===== src/rtl/relay_consts.svh =====
`ifndef RELAY_CONSTS_SVH
`define RELAY_CONSTS_SVH

// ----------------------------------------------------------------
// register map (byte addresses on the apb bus)
// ----------------------------------------------------------------
`define ADDR_W          12
`define REG_CTRL        12'h000
`define REG_FAULT       12'h004
`define REG_STATE       12'h008
`define REG_INT_STAT    12'h00c
`define REG_INT_MASK    12'h010

// ----------------------------------------------------------------
// field positions and reset values
// ----------------------------------------------------------------
`define CTRL_BRAKE_BIT  0
`define CTRL_COT_BIT    1
`define CTRL_W          2
`define CTRL_RESET      2'h2
`define FAULT_W         8
`define FAULT_OT_BIT    0
`define RESETTABLE_DEFAULT 8'h7f
`define EV_W            4
`define EV_ENABLE_BIT   0
`define EV_FAULT_BIT    1
`define EV_RELAY_ON_BIT 2
`define EV_RELAY_OFF_BIT 3
`define INT_RESET       4'h0

// ----------------------------------------------------------------
// timing
// ----------------------------------------------------------------
`define BRAKE_DELAY_MS  200
`define PCLK_KHZ        200000

`endif


===== src/rtl/relay_pkg.sv =====
`include "relay_consts.svh"

package relay_pkg;

	// brake delay timer states
	typedef enum logic [1:0] {
		TMR_IDLE = 2'b00,
		TMR_RUN  = 2'b01,
		TMR_DONE = 2'b10
	} brake_tmr_e;

	// software configuration, low bit is the relay mode
	typedef struct packed {
		logic check_overtemp_setting;
		logic brake_mode;
	} relay_cfg_s;

	// drive state as seen by software
	typedef struct packed {
		logic timer_done;
		logic main_power;
		logic enabled;
		logic relay;
	} drive_state_s;

endpackage : relay_pkg


===== src/rtl/enable_fault_relay_logic.sv =====
// The address map and the APB slave port are this design's own decisions.
`timescale 1ns/1ps
`default_nettype none
`include "relay_consts.svh"

module enable_fault_relay_logic #(
	parameter int unsigned         BRAKE_DELAY_CYCLES = `BRAKE_DELAY_MS * `PCLK_KHZ,
	parameter logic [`FAULT_W-1:0] RESETTABLE_MASK    = `RESETTABLE_DEFAULT
) (
	input  wire logic               pclk,
	input  wire logic               presetn,
	input  wire logic               psel,
	input  wire logic               penable,
	input  wire logic               pwrite,
	input  wire logic [`ADDR_W-1:0] paddr,
	input  wire logic [31:0]        pwdata,
	output var  logic [31:0]        prdata,
	output var  logic               pready,
	output var  logic               pslverr,
	input  wire logic               enable_in,
	input  wire logic               main_power_in,
	input  wire logic               motor_overtemp_input,
	input  wire logic [`FAULT_W-2:0] fault_in,
	output var  logic               relay_out,
	output var  logic               irq
);

	localparam int CNT_W = $clog2(BRAKE_DELAY_CYCLES + 1);

	// ----------------------------------------------------------------
	// declarations
	// ----------------------------------------------------------------
	relay_pkg::relay_cfg_s   cfg;
	relay_pkg::relay_cfg_s   next_cfg;
	relay_pkg::brake_tmr_e   tmr_state;
	relay_pkg::brake_tmr_e   next_tmr_state;
	relay_pkg::drive_state_s drive_state;
	logic [CNT_W-1:0]        tmr_count;
	logic [CNT_W-1:0]        next_tmr_count;
	logic [`FAULT_W-1:0]     fault;
	logic [`FAULT_W-1:0]     next_fault;
	logic [`FAULT_W-1:0]     fault_live;
	logic [`FAULT_W-1:0]     fault_clear;
	logic [`EV_W-1:0]        int_stat;
	logic [`EV_W-1:0]        next_int_stat;
	logic [`EV_W-1:0]        int_mask;
	logic [`EV_W-1:0]        next_int_mask;
	logic [`EV_W-1:0]        events;
	logic [`EV_W-1:0]        w1c_bits;
	logic                    en_level;
	logic                    en_rise;
	logic                    drive_enabled;
	logic                    next_enabled;
	logic                    ot_fault;
	logic                    fault_now;
	logic                    tmr_abort;
	logic                    next_relay;
	logic                    access;
	logic                    done_xfer;
	logic                    sel_ctrl;
	logic                    sel_fault;
	logic                    sel_state;
	logic                    sel_int_stat;
	logic                    sel_int_mask;
	logic                    addr_hit;
	logic                    wr_ctrl;
	logic                    wr_int_stat;
	logic                    wr_int_mask;
	logic [31:0]             rd_data;

	// ----------------------------------------------------------------
	// enable input conditioning
	// ----------------------------------------------------------------
	// synchroniser and edge pulse
	enable_sync u_enable_sync (
		.clk      (pclk),
		.rst_n    (presetn),
		.async_in (enable_in),
		.level    (en_level),
		.rise     (en_rise)
	);

	// drive becomes enabled only on an edge, drops with the level
	assign next_enabled = en_rise | (drive_enabled & en_level);

	always_ff @(posedge pclk or negedge presetn) begin
		if (!presetn) begin
			drive_enabled <= 1'b0;
		end else begin
			drive_enabled <= next_enabled;
		end
	end

	// ----------------------------------------------------------------
	// fault latching
	// ----------------------------------------------------------------
	// open thermal contact is an over-temperature, only when checked
	assign ot_fault    = cfg.check_overtemp_setting & ~motor_overtemp_input;
	assign fault_live  = {fault_in, ot_fault};
	assign fault_clear = en_rise ? RESETTABLE_MASK : '0;
	// a fault present in the clearing cycle stays set
	assign next_fault  = (fault & ~fault_clear) | fault_live;
	assign fault_now   = |next_fault;

	always_ff @(posedge pclk or negedge presetn) begin
		if (!presetn) begin
			fault <= '0;
		end else begin
			fault <= next_fault;
		end
	end

	// ----------------------------------------------------------------
	// brake delay timer
	// ----------------------------------------------------------------
	// disable or fault stops the delay and forgets it
	assign tmr_abort = ~en_level | fault_now;

	always_comb begin
		next_tmr_state = tmr_state;
		next_tmr_count = tmr_count;
		unique case (tmr_state)
			relay_pkg::TMR_IDLE: begin
				if (en_rise) begin
					next_tmr_state = relay_pkg::TMR_RUN;
					next_tmr_count = CNT_W'(BRAKE_DELAY_CYCLES - 1);
				end
			end
			relay_pkg::TMR_RUN: begin
				if (tmr_abort) begin
					next_tmr_state = relay_pkg::TMR_IDLE;
				end else if (tmr_count == '0) begin
					next_tmr_state = relay_pkg::TMR_DONE;
				end else begin
					next_tmr_count = tmr_count - 1'b1;
				end
			end
			relay_pkg::TMR_DONE: begin
				if (tmr_abort) begin
					next_tmr_state = relay_pkg::TMR_IDLE;
				end
			end
			default: begin
				next_tmr_state = relay_pkg::TMR_IDLE;
			end
		endcase
	end

	always_ff @(posedge pclk or negedge presetn) begin
		if (!presetn) begin
			tmr_state <= relay_pkg::TMR_IDLE;
			tmr_count <= '0;
		end else begin
			tmr_state <= next_tmr_state;
			tmr_count <= next_tmr_count;
		end
	end

	// ----------------------------------------------------------------
	// relay output
	// ----------------------------------------------------------------
	// healthy mode: fault-free; brake mode: power, enable, delay, fault-free
	assign next_relay = ~fault_now & (~cfg.brake_mode |
		(main_power_in & drive_enabled & en_level &
		(tmr_state == relay_pkg::TMR_DONE)));

	always_ff @(posedge pclk or negedge presetn) begin
		if (!presetn) begin
			relay_out <= 1'b0;
		end else begin
			relay_out <= next_relay;
		end
	end

	// ----------------------------------------------------------------
	// events and interrupt
	// ----------------------------------------------------------------
	assign events[`EV_ENABLE_BIT]    = en_rise;
	assign events[`EV_FAULT_BIT]     = |(fault_live & ~fault);
	assign events[`EV_RELAY_ON_BIT]  = next_relay & ~relay_out;
	assign events[`EV_RELAY_OFF_BIT] = ~next_relay & relay_out;
	assign w1c_bits      = wr_int_stat ? pwdata[`EV_W-1:0] : '0;
	// set wins over a write-one-to-clear in the same cycle
	assign next_int_stat = (int_stat & ~w1c_bits) | events;
	assign next_int_mask = wr_int_mask ? pwdata[`EV_W-1:0] : int_mask;

	always_ff @(posedge pclk or negedge presetn) begin
		if (!presetn) begin
			int_stat <= `INT_RESET;
			int_mask <= `INT_RESET;
			irq      <= 1'b0;
		end else begin
			int_stat <= next_int_stat;
			int_mask <= next_int_mask;
			irq      <= |(next_int_stat & next_int_mask);
		end
	end

	// ----------------------------------------------------------------
	// apb slave, one wait state per transfer
	// ----------------------------------------------------------------
	assign access       = psel & penable;
	assign done_xfer    = access & pready;
	assign sel_ctrl     = (paddr == `REG_CTRL);
	assign sel_fault    = (paddr == `REG_FAULT);
	assign sel_state    = (paddr == `REG_STATE);
	assign sel_int_stat = (paddr == `REG_INT_STAT);
	assign sel_int_mask = (paddr == `REG_INT_MASK);
	assign addr_hit     = sel_ctrl | sel_fault | sel_state | sel_int_stat | sel_int_mask;
	assign wr_ctrl      = done_xfer & pwrite & sel_ctrl;
	assign wr_int_stat  = done_xfer & pwrite & sel_int_stat;
	assign wr_int_mask  = done_xfer & pwrite & sel_int_mask;
	// only configuration and the interrupt status and mask are writable, the relay has no write path
	assign next_cfg     = wr_ctrl ? relay_pkg::relay_cfg_s'(pwdata[`CTRL_W-1:0]) : cfg;

	// read data selection
	assign drive_state.timer_done = (tmr_state == relay_pkg::TMR_DONE);
	assign drive_state.main_power = main_power_in;
	assign drive_state.enabled    = drive_enabled;
	assign drive_state.relay      = relay_out;
	assign rd_data = ({32{sel_ctrl}}     & 32'(cfg)) |
	                 ({32{sel_fault}}    & 32'(fault)) |
	                 ({32{sel_state}}    & 32'(drive_state)) |
	                 ({32{sel_int_stat}} & 32'(int_stat)) |
	                 ({32{sel_int_mask}} & 32'(int_mask));

	// configuration register, healthy mode out of reset
	always_ff @(posedge pclk or negedge presetn) begin
		if (!presetn) begin
			cfg <= relay_pkg::relay_cfg_s'(`CTRL_RESET);
		end else begin
			cfg <= next_cfg;
		end
	end

	// answer in the second access cycle, error on unmapped address
	always_ff @(posedge pclk or negedge presetn) begin
		if (!presetn) begin
			pready  <= 1'b0;
			pslverr <= 1'b0;
			prdata  <= '0;
		end else begin
			pready  <= access & ~pready;
			pslverr <= access & ~pready & ~addr_hit;
			prdata  <= (access & ~pready & ~pwrite) ? rd_data : '0;
		end
	end

	logic [31:0]         run_cycles;
	logic [`FAULT_W-1:0] kept_faults;
	logic                brake_ok;

	assign kept_faults = fault & ~RESETTABLE_MASK;
	assign brake_ok    = main_power_in & drive_enabled & en_level & ~fault_now;

	// cycles spent in the delay state
	always_ff @(posedge pclk or negedge presetn) begin
		if (!presetn) begin
			run_cycles <= '0;
		end else if (tmr_state == relay_pkg::TMR_RUN) begin
			run_cycles <= run_cycles + 32'h0000_0001;
		end else begin
			run_cycles <= '0;
		end
	end
endmodule : enable_fault_relay_logic

`default_nettype wire


===== src/rtl/enable_sync.sv =====
`timescale 1ns/1ps
`default_nettype none

module enable_sync (
	input  wire logic clk,
	input  wire logic rst_n,
	input  wire logic async_in,
	output var  logic level,
	output var  logic rise
);

	logic meta;
	logic sync;
	logic hist;

	// two-flop synchroniser, then one history flop for edge detection
	always_ff @(posedge clk or negedge rst_n) begin
		if (!rst_n) begin
			meta <= 1'b0;
			sync <= 1'b0;
			hist <= 1'b0;
		end else begin
			meta <= async_in;
			sync <= meta;
			hist <= sync;
		end
	end

	// single-cycle pulse on a low-to-high change
	assign level = sync;
	assign rise  = sync & ~hist;

endmodule : enable_sync

`default_nettype wire


===== config.mk =====
export PLATFORM = sky130hd
export DESIGN_NAME = enable_fault_relay_logic
export DESIGN_NICKNAME = d
export VERILOG_FILES = /design/src/rtl/relay_pkg.sv /design/src/rtl/enable_fault_relay_logic.sv /design/src/rtl/enable_sync.sv
export VERILOG_INCLUDE_DIRS = /design/src /design/src/rtl
export SDC_FILE = /design/constraint.sdc
export NUM_CORES = 1
export LEC_CHECK = 0
export BUFFER_PORTS_ARGS = -buffer_cell sky130_fd_sc_hd__clkbuf_2
export CORE_MARGIN = 3
export CORE_UTILIZATION = 40
export DETAILED_ROUTE_END_ITERATION = 10
export PLACE_DENSITY_LB_ADDON = 0.15
export SETUP_SLACK_MARGIN = 0.05
export SYNTH_ARGS = -nofsm -noshare
export SYNTH_HDL_FRONTEND = slang
export SYNTH_SLANG_ARGS = --single-unit

===== constraint.sdc =====
create_clock -name pclk -period 2.5 [get_ports pclk]
set_clock_uncertainty 0.15 [all_clocks]
set_input_delay 0.125 -clock pclk [delete_from_list [all_inputs] [get_ports pclk]]
set_output_delay 0.125 -clock pclk [all_outputs]
set_load 0.01 [all_outputs]

# ---- Word level (Yosys, flattened, before mapping)
# Cells that the tools add are included.
dict set report word_totals {
  reg_bits 86
  input_bits 59
  output_inout_bits 36
  elab_cells 103
}
dict set report op_classes {
  add_sub_neg 1
  eq_ne 11
  mux 13
  n_bitwise 53
  reduce_logical 9
}
# op count
set ops {}
lappend ops {{bitwise OR 32 bit} 4}
lappend ops {{bitwise AND 32 x 4 -> 32 bit} 3}
lappend ops {{2-to-1 mux 26 bit} 3}
lappend ops {{case mux 26 bit (2 select lines)} 1}
lappend ops {{bitwise AND 32 x 2 -> 32 bit} 1}
lappend ops {{bitwise AND 32 x 8 -> 32 bit} 1}
lappend ops {{2-to-1 mux 32 bit} 1}
lappend ops {{zero test 26 bit} 1}
lappend ops {{subtractor 26 x 1 -> 26 bit, second input constant} 1}
lappend ops {{equality test 12 x 4 -> 1 bit, second input constant} 2}
lappend ops {{bitwise AND 1 bit} 18}
lappend ops {{bitwise AND 8 bit} 2}
lappend ops {{OR reduction 8 bit} 2}
lappend ops {{equality test 12 x 3 -> 1 bit, second input constant} 1}
lappend ops {{equality test 12 x 5 -> 1 bit, second input constant} 1}
lappend ops {{zero test 12 bit} 1}
lappend ops {{NOT 1 bit} 10}
lappend ops {{bitwise AND 4 bit} 2}
lappend ops {{2-to-1 mux 2 bit} 4}
lappend ops {{2-to-1 mux 4 bit} 2}
lappend ops {{NOT 7 -> 8 bit} 1}
lappend ops {{NOT 8 bit} 1}
lappend ops {{bitwise OR 8 bit} 1}
lappend ops {{2-to-1 mux 7 bit} 1}
lappend ops {{14 further kinds} 22}

# ---- Logic depth before layout (Yosys ltp)
dict set report logic_depth {
  word_depth 14
  mapped_depth 9
  mapped_depth_nobuf 8
}

# ---- By module
# From an unflattened synthesis, not the netlist that was laid out.
dict set report unflattened {
  hier_cells 336
  area_unflattened_um2 3218.1
}
# mod n_inst cells_each area_each_um2 seq_area_each_um2
set modules_own_cells {}
lappend modules_own_cells {enable_fault_relay_logic 1 332 3129.3 1477.7}
lappend modules_own_cells {enable_sync 1 4 88.8 75.1}

# ---- Worst setup path after synthesis
# No wires, ideal clock.
dict set report synth_timing {
  path_type {reg-to-reg}
  startpoint {register tmr_count[10]}
  endpoint {register tmr_count[19]}
  setup_ps 124
  t_arrival_ps 2171
  t_required_ps 2226
  slack_ps 55
  path_stages_with_launch 8
  path_buffers 1
  synth_period_minus_slack_ps 2445
  cell_sequence {dfrtp_1 or4_1 or2_1 buf_6 nor3_4 nand4_4 o311a_1 a211o_1}
}
dict set report synth_between {
  elab_chain_len 4
  word_cells_on_any_way 7
  cone_classes {1 x add/sub; 1 x eq/ne; 3 x mux; 2 x reduce/logical}
}
# item line_no
set synth_lines {}
lappend synth_lines {{start, declared} enable_fault_relay_logic.sv:38} ;# logic [CNT_W-1:0] tmr_count;
lappend synth_lines {{start signal, assigned} enable_fault_relay_logic.sv:155} ;# tmr_count <= next_tmr_count;
lappend synth_lines {{subtractor 26 x 1 -> 26 bit} enable_fault_relay_logic.sv:135} ;# next_tmr_count = tmr_count - 1'b1;
lappend synth_lines {{2-to-1 mux 26 bit} enable_fault_relay_logic.sv:132} ;# end else if (tmr_count == '0) begin
lappend synth_lines {{2-to-1 mux 26 bit} enable_fault_relay_logic.sv:130} ;# if (tmr_abort) begin
lappend synth_lines {{case mux 26 bit (2 select lines)} enable_fault_relay_logic.sv:122} ;# unique case (tmr_state)
# Parallel ways exist; a longest one is shown, timed or not. The select of a mux whose other input is x is not followed.
# A chain may end at the register's enable or synchronous reset.

# ---- Final worst setup path
dict set report layout_timing {
  startpoint {register tmr_count[15]}
  endpoint {register tmr_count[16]}
}
# The elaborated chain is that of the path after synthesis.

==> results.py <==
metrics = {
    "status": {
        "run_status": "completed",
    },
    "timing": {
        "maxClockFrequency_mhz": 422,
        "period_share_pct": 94.7,
        "setup_violations": 0,
        "slew_violations": 0,
        "final-hold-violation-count": 0,
        "fin_ws_ns": 0.131,
        "tightest_slew_ns": 0.546,
        "grt_setup_unrepaired": "true",
        "slew_headroom_pct": 63.3,
        "finalCriticalPeriod_ns": 2.37,
        "final.setup.tns_ns": 0,
    },
    "worst_setup_path": {
        "cp.arrival_ns": 2.44,
        "cp.required_ns": 2.57,
        "crit_fanout": 9,
        "cp_slowest_cell": "or4_4",
        "crit_cells": 8,
        "path_class": "reg2reg",
        "worstSetupStartpointType": "flop",
        "cp_slowest_stage_delay_ns": 0.56,
        "endpoint_kind": "flop",
        "path_delay_family": "simple AND/OR/NAND/NOR gates",
        "reg2reg_depth": 8,
        "path_buf_inv": 2,
        "cp_cell_sequence": "or4_4 > nor3_2 > nand3_2 > buf_4 > nand2_1 > buf_12 > nor2_1 > a221o_1",
    },
    "synth": {
        "ys_types": 62,
        "mappedNetlistArea_sq_mm": 0.00353,
        "synthXorXnorAreaFrac_pct": 0,
        "synth-simple-area-share_pct": 25.5,
        "synthMuxAreaShare_pct": 3.72,
        "synth_ff_type": "dfrtp_1",
        "yosys_warnings": 0,
        "async_flop_share_pct": 100,
        "synth_top_family_by_area": "simple AND/OR/NAND/NOR gates",
        "synth-compound-area-share_pct": 16.9,
        "syn_area_per_cell_sq_um": 9.23,
        "yosysSeqAreaShare_pct": 44.0,
        "ys_ff_latch": 62,
        "synth_cells": 382,
        "synth_edf_count": 0,
        "synth_adder_area_share_pct": 0.709,
    },
    "clock_tree": {
        "insertion_delay_ns": 0.34,
        "cts_tree": "done",
        "cts_num_sinks": 62,
        "cts_buffers": 9,
        "clk_transition_reported_paths_ns": 0.07,
        "cts-root-buf": "clkbuf_8",
        "cts_htree_levels": 3,
        "clock_path_buffers": 2,
    },
    "floorplan": {
        "coreArea_sq_mm": 0.00838,
        "die_h_um": 99.9,
        "die_w_um": 99.9,
        "fp-row-count": 33,
        "design.portCount": 95,
        "dieArea_sq_mm": 0.00998,
        "start_util_pct": 42.1,
    },
    "routing": {
        "drt_iter0_markers": 148,
        "vias": 3244,
        "via_per_inst": 5.46,
        "wl_met3_um": 539,
        "route.top_layer_used": "met4",
        "m1WireLength_um": 3830,
        "dr.pass1.iters": 4,
        "ant_nets": 0,
        "drc_errors": 0,
        "wl_per_cell_um": 15.5,
        "wl_met2_um": 4680,
        "wirelength_um": 9200,
    },
    "global_route": {
        "overflow": 0,
        "grt_start_max_net_pins": 37,
        "grt_pass1_vias": 3246,
        "grt_usage_pct": 19.0,
        "grt_pass1_wl_um": 15100,
        "grt_antenna_before_repair": 0,
    },
    "cells_and_area": {
        "fin_cells": 594,
        "final_area_sq_mm": 0.00451,
        "n_antenna_cell": 0,
        "layout_commonest_cell": "dfrtp_1",
        "nets": 545,
        "final_cell_mix": "61 x dfrtp_1, 49 x buf_4, 42 x clkbuf_2",
        "area_growth_pct": 27.9,
        "layout-drive-gt1-share_pct": 27.8,
    },
    "placement": {
        "place_area_sq_mm": 0.00408,
        "dpl.cell_count": 560,
        "hpwl_um": 6550,
        "io_buffers": 42,
        "post-place-ws_ns": -0.0255,
        "place.gp.congestion": 0.830,
    },
    "power_and_ir_drop": {
        "ir_worst_vdd_mv": 0.341,
        "power.density_mw_per_mm2": 478,
        "p_leak_nw": 2.00,
    },
    "worst_hold_path": {
        "worstHoldPathCells": 5,
        "min_path_type": "in2reg",
    },
    "flow_run": {
        "drv_cap": 0,
    },
}
-- repair_timing --
| item | CTS | global route |
|---|---|---|
| hold buffers | 17 | 0 |
| endpoints found under the hold margin | 83 | 0 |
| endpoints found under the setup margin | 6 | 25 |
| pin swaps | 0 | 3 |
| setup buffers | 0 | 1 |
| gates resized for setup | 4 | 10 |
| gates cloned | 0 | 0 |
-- metrics by stage --
| step | hold slack, ns | total power [mW] | util, % |
|---|---|---|---|
| floorplan | -0.321 | 1.19 | - |
| global placement | 0.0122 | 1.26 | 48.7 |
| detailed placement | 0.0111 | 1.26 | 48.7 |
| CTS | 0.0484 | 2.18 | 53.3 |
| global route | 0.0959 | 2.26 | 53.8 |
| finish | 0.0759 | 2.15 | 53.8 |
-- cells by family after synthesis --
logic type / count (synthesis)
flops: 62
other cells: 1
fa+ha+maj: 2
mux: 10
compound gates: 83
buf+inv: 58
simple gates: 166
-- state kept, by name, indices dropped and copies added (netlist names) --
signal,count
u_enable_sync.meta,1
tmr_count,26
relay_out,1
u_enable_sync.hist,1
int_stat,4
cfg,2
irq,1
int_mask,4
pslverr,1
prdata,8
tmr_state,2
u_enable_sync.level,1
drive_enabled,1
fault,8
pready,1
-- worst paths after layout --
| check | from | end | slack (ns) |
|---|---|---|---|
| max | tmr_count[15] | tmr_count[16] | 0.13 |
| min | paddr[8] | int_stat[3] | 0.08 |
| max reg2reg | tmr_count[15] | tmr_count[16] | 0.13 |
| min reg2reg | u_enable_sync.meta | u_enable_sync.level | 0.20 |
| max in group asynchronous | presetn | cfg[1] | 1.64 |
| min in group asynchronous | presetn | fault[7] | 0.18 |
-- power breakdown --
group	switching [mW]	internal [mW]	total (mW)
logic	0.134	0.0880	0.222
registers	0.0199	1.02	1.04
clock network	0.425	0.463	0.888
total	0.579	1.58	2.15
-- area by class of cell --
type / count / area (sq um)
fill: 777 / 3870
multi-input combinational: 285 / 1800
sequential: 62 / 1550
timing repair buffer: 109 / 768
tap: 105 / 131
clock buffer: 9 / 124
clock inverter: 7 / 73.8
inverter: 17 / 63.8
-- Yosys cell counts, drive strengths merged (9+ instances only) --
cell / n / share of area [%]
a21oi: 10 / 1.4
buf: 32 / 6.3
clkbuf: 9 / 0.96
dfrtp: 61 / 43
inv: 17 / 1.8
nand2: 36 / 3.8
nand2b: 9 / 1.6
nand3: 17 / 2.6
nand4: 9 / 2.0
nor2: 28 / 3.0
nor2b: 9 / 1.6
nor3: 16 / 2.7
nor4: 13 / 2.3
o21ai: 18 / 2.6
-- worst register-to-register path, cell delays in order, from the launching register on --
cell	delay (ns)
dfrtp_1	0.39
or4_4	0.56
nor3_2	0.24
nand3_2	0.09
buf_4	0.17
nand2_1	0.13
buf_12	0.15
nor2_1	0.07
a221o_1	0.31
-- routing by layer --
| metal | vias to the layer above | track usage (%) |
|---|---|---|
| li1 | 1570 | - |
| met1 | 1564 | 23.4 |
| met2 | 94 | 32.4 |
| met3 | 16 | 4.59 |
| met4 | 0 | 6.62 |
| met5 | - | 0 |
No activity file was read; power rests on OpenSTA's default activity.
